$ cat src/logic/dcc_cfg.svh
`ifndef DCC_CFG_SVH
`define DCC_CFG_SVH

// ==========================================================
// Register map (byte addresses, 7-bit)
`define DCC_CH_STRIDE 7'h10
`define DCC_OFF_STATUS 4'h0
`define DCC_OFF_MODE 4'h1
`define DCC_OFF_IRQ_EN 4'h2
`define DCC_OFF_CMD 4'h3
`define DCC_OFF_FCT 4'h4
`define DCC_ADDR_PRIO 7'h40
`define DCC_ADDR_GEN 7'h41

// ==========================================================
// Field positions
`define DCC_ST_XFER_END 7
`define DCC_ST_FRAME_END 6
`define DCC_ST_BUF_OVF 5
`define DCC_ST_CNT_OVF 4
`define DCC_ST_ENABLE 1
`define DCC_ST_WR_EN_N 0
`define DCC_MD_CHAINED 4
`define DCC_MD_CNT_EN 1
`define DCC_IE_XFER_END 7
`define DCC_IE_FRAME_END 6
`define DCC_IE_BUF_OVF 5
`define DCC_IE_CNT_OVF 4
`define DCC_PR_BRC 4
`define DCC_PR_CCC 3
`define DCC_PR_ROTATE 2
`define DCC_GEN_MASTER 7

// ==========================================================
// Codes and reset values
`define DCC_CMD_ABORT 2'h1
`define DCC_CMD_FCT_CLR 2'h2
`define DCC_FCT_MAX 4'hF
`define DCC_IE_MASK 8'hF0
`define DCC_MODE_MASK 8'h12
`define DCC_PRIO_MASK 8'h1F
`define DCC_GEN_RESET 1'h1
// Fixed orders, highest priority in the low two bits
`define DCC_ORDER_0 8'hE4
`define DCC_ORDER_1 8'h4E
`define DCC_ORDER_2 8'hD8
`define DCC_ORDER_3 8'h8D

`endif

$ cat src/logic/dcc_pkg.sv
package dcc_pkg;
  typedef enum logic [1:0] {DCC_INIT, DCC_ENABLED, DCC_HALT} dcc_chan_state_t;
  typedef logic [6:0] dcc_addr_t;
  typedef logic [7:0] dcc_byte_t;
endpackage

$ cat src/logic/dcc_bus_if.sv
`timescale 1ns/1ps
interface dcc_bus_if;
  logic [6:0] addr;
  logic [7:0] wdata;
  logic wr;
  logic rd;
  logic [7:0] rdata;
  logic normal_end_irq;
  logic error_irq;
  modport dev (input addr, wdata, wr, rd, output rdata, normal_end_irq, error_irq);
  modport host (output addr, wdata, wr, rd, input rdata, normal_end_irq, error_irq);
endinterface

$ cat src/logic/dcc_arbiter.sv
`timescale 1ns/1ps
`include "dcc_cfg.svh"
module dcc_arbiter (
  input wire logic sys_clk,
  input wire logic srst,
  input wire logic [3:0] req,
  input wire logic [2:0] priority_select,
  input wire logic bus_release_cond,
  input wire logic channel_change_cond,
  input wire logic cycle_end,
  output logic bus_own,
  output logic [3:0] grant
);
  import dcc_pkg::*;

  typedef struct packed {
    logic owned;
    logic [1:0] cur;
    logic [3:0] served;
    logic [3:0] round;
    logic [1:0] rot;
  } dcc_arb_t;

  dcc_arb_t s;
  dcc_arb_t next_s;

  // ==========================================================
  // Priority pick
  function automatic logic [1:0] pick(input logic [3:0] m, input logic [2:0] sel,
                                      input logic [1:0] rot);
    logic [7:0] order;
    logic [1:0] ch;
    logic found;
    pick = 2'h0;
    found = 1'b0;
    case (sel[1:0])
      2'h0: order = `DCC_ORDER_0;
      2'h1: order = `DCC_ORDER_1;
      2'h2: order = `DCC_ORDER_2;
      default: order = `DCC_ORDER_3;
    endcase
    for (int i = 0; i < 4; i++) begin
      if (sel[`DCC_PR_ROTATE]) begin
        ch = rot + i[1:0];
      end else begin
        ch = order[2*i +: 2];
      end
      if (!found && m[ch]) begin
        pick = ch;
        found = 1'b1;
      end
    end
  endfunction

  // ==========================================================
  // Ownership and channel switching
  always_comb begin
    logic [3:0] curbit;
    logic [3:0] done;
    logic [3:0] others;
    logic [3:0] cand;
    logic rot_round;
    next_s = s;
    curbit = 4'h1 << s.cur;
    done = s.served | curbit;
    others = req & ~curbit;
    cand = 4'h0;
    rot_round = priority_select[`DCC_PR_ROTATE] & channel_change_cond;
    if (!s.owned) begin
      if (|req) begin
        next_s.owned = 1'b1;
        next_s.round = req;
        next_s.served = 4'h0;
        next_s.cur = pick(req, priority_select, s.rot);
      end
    end else if (cycle_end) begin
      next_s.served = done;
      next_s.rot = s.cur + 2'h1;
      if (bus_release_cond) begin
        cand = rot_round ? (req & s.round & ~done) : (req & ~done);
      end else if (channel_change_cond && req[s.cur]) begin
        cand = curbit;
      end else begin
        cand = (|others) ? others : req;
      end
      if (|cand) begin
        next_s.cur = pick(cand, priority_select, s.cur + 2'h1);
      end else if (bus_release_cond && rot_round && |req) begin
        next_s.served = 4'h0;
        next_s.round = req;
        next_s.cur = pick(req, priority_select, s.cur + 2'h1);
      end else begin
        next_s.owned = 1'b0;
      end
    end
  end

  always_ff @(posedge sys_clk) begin
    if (srst) begin
      s <= '0;
    end else begin
      s <= next_s;
    end
  end

  assign bus_own = s.owned;
  assign grant = s.owned ? (4'h1 << s.cur) : 4'h0;
endmodule

$ cat src/logic/dcc_device.sv
`timescale 1ns/1ps
`include "dcc_cfg.svh"
// Operation
// - Transfer-end enable gates normal-end interrupt
// - Chained mode frame-end enable gates normal interrupt
// - Chained mode overflow enable gates error interrupt
// - Chained counter-overflow enable; low bits read zero
// - Normal interrupt when flag and enable set
// - Command register always reads zero
// - Abort code resets halted sequencer; only two codes
// - Clear code zeroes counter and frame flag
// - Software aborts before reusing disabled channel
// - Disable moves to halt; abort to initial
// - Software never moves enable state straight to initial
// - Software changes settings only after abort
// - Normal completion returns channel to initial
// - Shared registers accessed byte-wide only
// - Release bus after all requests served
// - Release bit: one transfer per channel
// - Switch after cycle end per change bit
// - Priority field selects fixed or rotating
// - Rotating round serves first requests in order
// - Late higher request waits for round end
// - Release after round unless second request
// - Master enable gates all channels, resets one
module dcc_device (
  input wire logic sys_clk,
  input wire logic srst,
  dcc_bus_if.dev bus,
  input wire logic [3:0] dma_req,
  input wire logic [3:0] xfer_done,
  input wire logic [3:0] frame_done,
  input wire logic [3:0] buf_ovf_evt,
  input wire logic cycle_end,
  output logic [3:0] chan_active,
  output logic bus_own,
  output logic [3:0] grant
);
  import dcc_pkg::*;

  typedef struct packed {
    dcc_chan_state_t [3:0] state;
    logic [3:0] channel_enable;
    logic [3:0] xfer_end_flag;
    logic [3:0] frame_end_flag;
    logic [3:0] buf_ovf_flag;
    logic [3:0] cnt_ovf_flag;
    logic [3:0][7:0] channel_mode_reg;
    logic [3:0][7:0] dma_irq_enable;
    logic [3:0][3:0] frame_end_counter;
    logic [7:0] dma_channel_priority;
    logic master_enable;
    logic [7:0] rdata;
  } dcc_dev_t;

  dcc_dev_t s;
  dcc_dev_t next_s;

  // ==========================================================
  // Address decode
  function automatic logic is_chan(input logic [6:0] a, input logic [1:0] ch,
                                   input logic [3:0] off);
    is_chan = (a[6:4] == {1'b0, ch}) && (a[3:0] == off);
  endfunction

  // ==========================================================
  // Channel sequencers and registers
  always_comb begin
    logic chained;
    logic cnt_en;
    logic [1:0] ch;
    logic [7:0] rd;
    chained = 1'b0;
    cnt_en = 1'b0;
    ch = 2'h0;
    next_s = s;
    rd = 8'h00;
    for (int i = 0; i < 4; i++) begin
      ch = i[1:0];
      chained = s.channel_mode_reg[i][`DCC_MD_CHAINED];
      cnt_en = chained & s.channel_mode_reg[i][`DCC_MD_CNT_EN];
      // Software writes first; hardware events below win over clears
      if (bus.wr && is_chan(bus.addr, ch, `DCC_OFF_STATUS)) begin
        if (bus.wdata[`DCC_ST_XFER_END]) begin
          next_s.xfer_end_flag[i] = 1'b0;
        end
        if (bus.wdata[`DCC_ST_BUF_OVF]) begin
          next_s.buf_ovf_flag[i] = 1'b0;
        end
        if (bus.wdata[`DCC_ST_CNT_OVF]) begin
          next_s.cnt_ovf_flag[i] = 1'b0;
        end
        if (bus.wdata[`DCC_ST_FRAME_END]) begin
          if (cnt_en && s.frame_end_counter[i] != 4'h0) begin
            next_s.frame_end_counter[i] = s.frame_end_counter[i] - 4'h1;
            next_s.frame_end_flag[i] = (s.frame_end_counter[i] != 4'h1);
          end else begin
            next_s.frame_end_flag[i] = 1'b0;
          end
        end
        if (!bus.wdata[`DCC_ST_WR_EN_N]) begin
          next_s.channel_enable[i] = bus.wdata[`DCC_ST_ENABLE];
          if (bus.wdata[`DCC_ST_ENABLE]) begin
            next_s.state[i] = DCC_ENABLED;
          end else if (s.state[i] == DCC_ENABLED) begin
            next_s.state[i] = DCC_HALT;
          end
        end
      end
      if (bus.wr && is_chan(bus.addr, ch, `DCC_OFF_MODE)) begin
        next_s.channel_mode_reg[i] = bus.wdata & `DCC_MODE_MASK;
      end
      if (bus.wr && is_chan(bus.addr, ch, `DCC_OFF_IRQ_EN)) begin
        next_s.dma_irq_enable[i] = bus.wdata & `DCC_IE_MASK;
      end
      if (bus.wr && is_chan(bus.addr, ch, `DCC_OFF_CMD)) begin
        case (bus.wdata[1:0])
          `DCC_CMD_ABORT: begin
            if (s.state[i] == DCC_HALT) begin
              next_s.state[i] = DCC_INIT;
            end
          end
          `DCC_CMD_FCT_CLR: begin
            next_s.frame_end_counter[i] = 4'h0;
            next_s.frame_end_flag[i] = 1'b0;
          end
          default: begin
          end
        endcase
      end
      // Hardware events
      if (s.state[i] == DCC_ENABLED) begin
        if (frame_done[i] && chained) begin
          next_s.frame_end_flag[i] = 1'b1;
          if (cnt_en) begin
            if (s.frame_end_counter[i] == `DCC_FCT_MAX) begin
              next_s.frame_end_counter[i] = 4'h0;
              next_s.cnt_ovf_flag[i] = 1'b1;
              next_s.channel_enable[i] = 1'b0;
              next_s.state[i] = DCC_INIT;
            end else begin
              next_s.frame_end_counter[i] = s.frame_end_counter[i] + 4'h1;
            end
          end
        end
        if (buf_ovf_evt[i] && chained) begin
          next_s.buf_ovf_flag[i] = 1'b1;
          next_s.channel_enable[i] = 1'b0;
          next_s.state[i] = DCC_INIT;
        end
        if (xfer_done[i]) begin
          next_s.xfer_end_flag[i] = 1'b1;
          next_s.channel_enable[i] = 1'b0;
          next_s.state[i] = DCC_INIT;
        end
      end
      // Read mux
      if (is_chan(bus.addr, ch, `DCC_OFF_STATUS)) begin
        rd = {s.xfer_end_flag[i], s.frame_end_flag[i], s.buf_ovf_flag[i],
              s.cnt_ovf_flag[i], 2'h0, s.channel_enable[i], 1'b1};
      end else if (is_chan(bus.addr, ch, `DCC_OFF_MODE)) begin
        rd = s.channel_mode_reg[i];
      end else if (is_chan(bus.addr, ch, `DCC_OFF_IRQ_EN)) begin
        rd = s.dma_irq_enable[i];
      end else if (is_chan(bus.addr, ch, `DCC_OFF_CMD)) begin
        rd = 8'h00;
      end else if (is_chan(bus.addr, ch, `DCC_OFF_FCT)) begin
        rd = {4'h0, s.frame_end_counter[i]};
      end
    end
    if (bus.wr && bus.addr == `DCC_ADDR_PRIO) begin
      next_s.dma_channel_priority = bus.wdata & `DCC_PRIO_MASK;
    end
    if (bus.wr && bus.addr == `DCC_ADDR_GEN) begin
      next_s.master_enable = bus.wdata[`DCC_GEN_MASTER];
    end
    if (bus.addr == `DCC_ADDR_PRIO) begin
      rd = s.dma_channel_priority;
    end else if (bus.addr == `DCC_ADDR_GEN) begin
      rd = {s.master_enable, 7'h00};
    end
    next_s.rdata = bus.rd ? rd : 8'h00;
  end

  always_ff @(posedge sys_clk) begin
    if (srst) begin
      s <= '0;
      s.master_enable <= `DCC_GEN_RESET;
    end else begin
      s <= next_s;
    end
  end

  // ==========================================================
  // Interrupt outputs
  always_comb begin
    logic nrm;
    logic err;
    logic chained;
    chained = 1'b0;
    nrm = 1'b0;
    err = 1'b0;
    for (int i = 0; i < 4; i++) begin
      chained = s.channel_mode_reg[i][`DCC_MD_CHAINED];
      nrm = nrm | (s.xfer_end_flag[i] & s.dma_irq_enable[i][`DCC_IE_XFER_END]);
      nrm = nrm | (chained & s.frame_end_flag[i]
                   & s.dma_irq_enable[i][`DCC_IE_FRAME_END]);
      err = err | (chained & s.buf_ovf_flag[i] & s.dma_irq_enable[i][`DCC_IE_BUF_OVF]);
      err = err | (chained & s.cnt_ovf_flag[i] & s.dma_irq_enable[i][`DCC_IE_CNT_OVF]);
    end
    bus.normal_end_irq = nrm;
    bus.error_irq = err;
  end

  always_comb begin
    for (int i = 0; i < 4; i++) begin
      chan_active[i] = s.master_enable && s.channel_enable[i]
                       && (s.state[i] == DCC_ENABLED);
    end
  end

  assign bus.rdata = s.rdata;

  dcc_arbiter u_arb (
    .sys_clk(sys_clk),
    .srst(srst),
    .req(dma_req & chan_active),
    .priority_select(s.dma_channel_priority[2:0]),
    .bus_release_cond(s.dma_channel_priority[`DCC_PR_BRC]),
    .channel_change_cond(s.dma_channel_priority[`DCC_PR_CCC]),
    .cycle_end(cycle_end),
    .bus_own(bus_own),
    .grant(grant)
  );
endmodule

$ cat src/flat_wrapper.sv
// flat-port wrapper written by rule: the top's interface ports become plain ports
module dcc_device_flat import dcc_pkg::*;
  (sys_clk, srst, dma_req, xfer_done, frame_done, buf_ovf_evt, cycle_end, chan_active, bus_own, grant, bus_addr, bus_wdata, bus_wr, bus_rd, bus_rdata, bus_normal_end_irq, bus_error_irq);
  dcc_bus_if bus_i ();
  input wire logic sys_clk;
  input wire logic srst;
  input wire logic [3:0] dma_req;
  input wire logic [3:0] xfer_done;
  input wire logic [3:0] frame_done;
  input wire logic [3:0] buf_ovf_evt;
  input wire logic cycle_end;
  output logic [3:0] chan_active;
  output logic bus_own;
  output logic [3:0] grant;
  input wire logic [$bits(bus_i.addr)-1:0] bus_addr;
  input wire logic [$bits(bus_i.wdata)-1:0] bus_wdata;
  input wire logic [$bits(bus_i.wr)-1:0] bus_wr;
  input wire logic [$bits(bus_i.rd)-1:0] bus_rd;
  output wire logic [$bits(bus_i.rdata)-1:0] bus_rdata;
  output wire logic [$bits(bus_i.normal_end_irq)-1:0] bus_normal_end_irq;
  output wire logic [$bits(bus_i.error_irq)-1:0] bus_error_irq;
  assign bus_i.addr = bus_addr;
  assign bus_i.wdata = bus_wdata;
  assign bus_i.wr = bus_wr;
  assign bus_i.rd = bus_rd;
  assign bus_rdata = bus_i.rdata;
  assign bus_normal_end_irq = bus_i.normal_end_irq;
  assign bus_error_irq = bus_i.error_irq;
  dcc_device u_core (.sys_clk(sys_clk), .srst(srst), .bus(bus_i), .dma_req(dma_req), .xfer_done(xfer_done), .frame_done(frame_done), .buf_ovf_evt(buf_ovf_evt), .cycle_end(cycle_end), .chan_active(chan_active), .bus_own(bus_own), .grant(grant));
endmodule
$ cat config.mk
export PLATFORM = sky130hd
export DESIGN_NAME = dcc_device_flat
export DESIGN_NICKNAME = d
export VERILOG_FILES = /design/src/logic/dcc_pkg.sv /design/src/logic/dcc_bus_if.sv /design/src/logic/dcc_arbiter.sv /design/src/logic/dcc_device.sv /design/src/flat_wrapper.sv
export VERILOG_INCLUDE_DIRS = /design/src /design/src/logic
export SDC_FILE = /design/constraint.sdc
export NUM_CORES = 1
export LEC_CHECK = 0
export BUFFER_PORTS_ARGS = -buffer_cell sky130_fd_sc_hd__buf_2
export CAP_MARGIN = 20
export CORE_MARGIN = 2
export CORE_UTILIZATION = 55
export DETAILED_ROUTE_END_ITERATION = 8
export MAX_ROUTING_LAYER = met4
export PLACE_DENSITY_LB_ADDON = 0.25
export SYNTH_ARGS = -nofsm -noshare
export SYNTH_HDL_FRONTEND = slang
export SYNTH_SLANG_ARGS = --single-unit
$ cat constraint.sdc
create_clock -name sys_clk -period 2.9 [get_ports sys_clk]
set_input_delay 0.145 -clock sys_clk [delete_from_list [all_inputs] [get_ports sys_clk]]
set_output_delay 0.145 -clock sys_clk [all_outputs]
set_load 0.05 [all_outputs]
==> impl_summary.txt <==
----------------------------------------------------
[Floorplan]
  Die ar. ... 13100 um2
  Core Footprint ... 12000 um2
  Horizontal die dimension ... 114 um
  I/O pin cnt ... 55
  Initial Utilization ... 55.9%
  Floorplan die height ... 114 um
  Number of core rows ... 40

[Hold path]
  Endpoint, Worst Hold ... u_core.s[12]$_SDFFE_PP0P_
  Kind of path behind the tightest hold check ... primary input to register
  Number of cells on the worst hold path ... 3
  Startpoint of the tightest hold check path ... bus_wdata[3]

[Timing]
  Endpoints failing setup ... 0
  Unrepaired setup endpoints after global routing ... yes
  Worst slew margin relative to its limit ... 49.9%
  Transition time at the pin with the least slew margin ... 752 ps
  Achievable clock frequency ... 0.352 GHz
  Final critical-path required period ... 2840 ps
  Hold Fails Final Rpt ... 0
  Number of pins exceeding their max-slew limit in the final report ... 0
  Largest clock skew in the final design ... 7.34 ps
  Setup TNS ... 0 ps
  Fin crit share ... 98.0%

[Pwr]
  Max VDD drop ... 409 uV
  Total power of the final layout ... 0.00286 W
  Power Dens Cells ... 376 nW/um2
  Leakage power of the design ... 2.95 nW

[Logic synthesis]
  Synth Area in Simple Gates ... 27.2%
  Multiplexer area fraction after synthesis ... 6.19%
  Largest family of logic cells by synthesized area ... compound AO/OA/AOI/OAI gates
  Yosys top cell area share ... 28.4%
  Library cell with the highest instance count after synthesis ... sky130_fd_sc_hd__nor2_1
  Xor/xnor share of the synthesized area ... 0.916%
  Number of unique standard cell types used by synthesis ... 81
  Ys Warns ... 0
  Avg Cell Area, Syn ... 7.54 um2
  Compound-cell area share of the yosys netlist ... 28.0%
  Cell type with the largest total area after synthesis ... sky130_fd_sc_hd__dfxtp_1
  Post-synthesis register bit count ... 95
  EDFF count, synth ... 0
  Post-synth top cells ... sky130_fd_sc_hd__nor2_1 (109), sky130_fd_sc_hd__nand2_1 (99), sky130_fd_sc_hd__dfxtp_1 (95), sky130_fd_sc_hd__a21oi_1 (94), sky130_fd_sc_hd__nand3_1 (46)
  Top cells by area in the synthesized netlist ... sky130_fd_sc_hd__dfxtp_1 (28%), sky130_fd_sc_hd__a21oi_1 (7.0%), sky130_fd_sc_hd__nor2_1 (6.1%), sky130_fd_sc_hd__mux2i_1 (5.7%), sky130_fd_sc_hd__nand2_1 (5.6%)
  Seq/Total Area, Yosys ... 28.4%
  Post-Synthesis Cells ... 887
  Post-Syn Area ... 6690 um2
  Net count after synthesis ... 943
  Fraction of synthesis flops using an asynchronous set or reset pin ... 0%
  Predominant post-synthesis flop cell ... sky130_fd_sc_hd__dfxtp_1
  Adder-Cell Fraction of Synth Area ... 3.74%

[Route]
  Routed wire per std cell ... 19.5 um
  Number of vias per cell ... 6.55
  First drt pass iteration count ... 5
  Initial DRC Count ... 931
  Total wirelength of the detailed-routed design ... 21200 um
  Via count ... 7104
  DRT antenna net count ... 0
  Detailed-route DRC error count ... 0

[Finish]
  Final core utilization ... 63.5%
  Final cell area excluding filler cells ... 7600 um2
  Register area ... 1900 um2
  Post-layout instance count excluding filler cells ... 1084
  Antenna cells ... 0
  Area grow syn2layout ... 13.6%
  Filler instances ... 1070
  Number of nets in the finished design ... 988
  Area of the multi-input gates ... 4510 um2
  Share of layout cells above drive strength 1 ... 15.8%

[Clocking]
  Clock network latency to the later pin of the worst-skew pair ... 360 ps
  Level count of the clock H-tree ... 3
  CTS Root Buffer Type ... sky130_fd_sc_hd__clkbuf_16
  Max Root-Sink Buffers ... 2
  Cts-stage hold buffer count ... 0
  Clock tree from TritonCTS ... done
  Clock transition at the registers of the reported paths ... 70 ps
  CTS sink cnt ... 95
  Inserted Clock Buffers ... 9

[Place]
  Cell area reported after detailed placement ... 7180 um2
  Detailed-placement wirelength estimate ... 15700 um
  Cell count after placement ... 1067
  Last weighted congestion value of the routability-driven placer ... 1.02
  Port Buffer Count ... 54

[Critical path]
  Reg-to-reg critical path startpoint ... u_core.s[8]$_SDFFE_PP1P_
  Maximum fanout along the worst path ... 9
  Sort of element at the start of the critical path ... register
  Capturing element type of the critical path ... register
  First element of the critical path ... u_core.s[8]$_SDFFE_PP1P_
  Type of the worst setup path ... register to register
  Minimum setup slack among reg-to-reg paths ... 60 ps
  R2R Path End ... u_core.u_arb.s[10]$_SDFFE_PP0P_
  FF-to-FF path depth ... 9
  Required time worst endpoint ... 3150 ps
  Arrival time of data at the critical path endpoint ... 3090 ps

[GRT]
  Global-route wire length before repair ... 33800 um
  Total global-route track usage ... 34.0%
  Maximum number of pins on one net before global-route repair ... 38
  Number of antenna violations at the first check in global routing ... 0
  Congestion Overflow GR ... 0
  Via count of the first global-routing pass ... 6443

[Run status]
  Outcome ... finished clean

[Run]
  Maximum capacitance violations ... 0

----------------------------------------------------
layer usage:
layer / part of all wire, % / GRT usage [%] / wire length [um] / vias up
met5: 0 / - / 0 / -
met4: 4.5 / 17.5 / 958 / 0
met3: 8.1 / 5.61 / 1730 / 80
met2: 46 / 53.3 / 9830 / 363
met1: 41 / 42.4 / 8680 / 3314
li1: - / - / - / 3347
report_power, final:
group	internal, W	total [W]	switching, W	leakage [nW]
clock	0.000841	0.00136	0.000519	0.166
combinational	0.0000530	0.000181	0.000128	2.02
sequential	0.00131	0.00131	0.00000651	0.766
total	0.00220	0.00286	0.000654	2.95
area by class of cell:
cell class | instances | area share, %
clock buffer | 10 | 3.01
tap | 147 | 2.42
multi-input combinational | 707 | 59.4
inverter | 25 | 1.23
sequential | 95 | 25.0
clock inverter | 6 | 1.43
timing repair buffer | 94 | 7.51
worst max-delay path: stages, from the launching register on:
cell	delay, ps
sky130_fd_sc_hd__dfxtp_1	450
sky130_fd_sc_hd__and4b_1	360
sky130_fd_sc_hd__and2_1	490
sky130_fd_sc_hd__mux2i_1	150
sky130_fd_sc_hd__mux2i_1	350
sky130_fd_sc_hd__mux2i_1	230
sky130_fd_sc_hd__o21ai_0	120
sky130_fd_sc_hd__a31oi_1	230
sky130_fd_sc_hd__o22ai_1	110
sky130_fd_sc_hd__a22o_1	240
worst max path at each step:
stage	to	slack, ps
after floorplan	u_core.u_arb.s[11]$_SDFFE_PP0P_	30
after global placement	u_core.u_arb.s[10]$_SDFFE_PP0P_	160
after detailed placement	u_core.u_arb.s[6]$_SDFFE_PP0P_	90
after CTS	u_core.u_arb.s[6]$_SDFFE_PP0P_	80
after global routing	u_core.u_arb.s[11]$_SDFFE_PP0P_	-50
final	u_core.u_arb.s[10]$_SDFFE_PP0P_	60
cells by family (layout without fill, tap and decap cells):
kind of cell / count (synthesis) / after routing
and+or+nand+nor: 368 / 368
AOI/OAI and AO/OA: 271 / 271
DFF: 95 / 95
buffers and inverters: 85 / 135
muxes: 41 / 41
adders and majority gates: 20 / 20
xor gates and xnor gates: 7 / 7
flip-flops by register name (all words and copies together) (netlist names):
signal,flops
u_core.s,74
u_core.bus.rdata,8
u_core.u_arb.bus_own,1
u_core.u_arb.s,12
cells in the final DEF, fill, tap and decap left out, types with 7 or more instances in the layout:
cell type                   count
sky130_fd_sc_hd__inv_1         25
sky130_fd_sc_hd__nor3b_1        7
sky130_fd_sc_hd__mux2i_1       38
sky130_fd_sc_hd__dfxtp_1       94
sky130_fd_sc_hd__o22ai_1        7
sky130_fd_sc_hd__nand3b_1      11
sky130_fd_sc_hd__buf_2         54
sky130_fd_sc_hd__buf_4         40
sky130_fd_sc_hd__a21oi_1       94
sky130_fd_sc_hd__clkbuf_16      9
sky130_fd_sc_hd__nor4_1         7
sky130_fd_sc_hd__nand4_1       10
sky130_fd_sc_hd__and3_1        11
sky130_fd_sc_hd__a22o_1        10
sky130_fd_sc_hd__a31oi_1        8
sky130_fd_sc_hd__a211oi_1       9
sky130_fd_sc_hd__nor2b_1        7
sky130_fd_sc_hd__nor2_1       108
sky130_fd_sc_hd__nor3_1         7
sky130_fd_sc_hd__a22oi_1       33
sky130_fd_sc_hd__o211ai_1       7
sky130_fd_sc_hd__o21ai_0       32
sky130_fd_sc_hd__nand2_1       99
sky130_fd_sc_hd__ha_1          20
sky130_fd_sc_hd__nand2b_1       7
sky130_fd_sc_hd__nand3_1       46
sky130_fd_sc_hd__and2_1        13
per-stage QoR:
| step | hold slack [ps] | setup slack (ps) |
|---|---|---|
| floorplan | 293 | 31.5 |
| global placement | 420 | 157 |
| detailed placement | 428 | 86.8 |
| CTS | 49.3 | 83.5 |
| global route | 56.4 | -53.6 |
| finish | 57.0 | 57.4 |
timing repair:
action,in CTS,in global routing
endpoints found under the setup margin,0,9
buffers inserted,0,1
gates resized for setup,0,16
endpoints found under the hold margin,0,0
No activity file was read; power rests on OpenSTA's default activity.
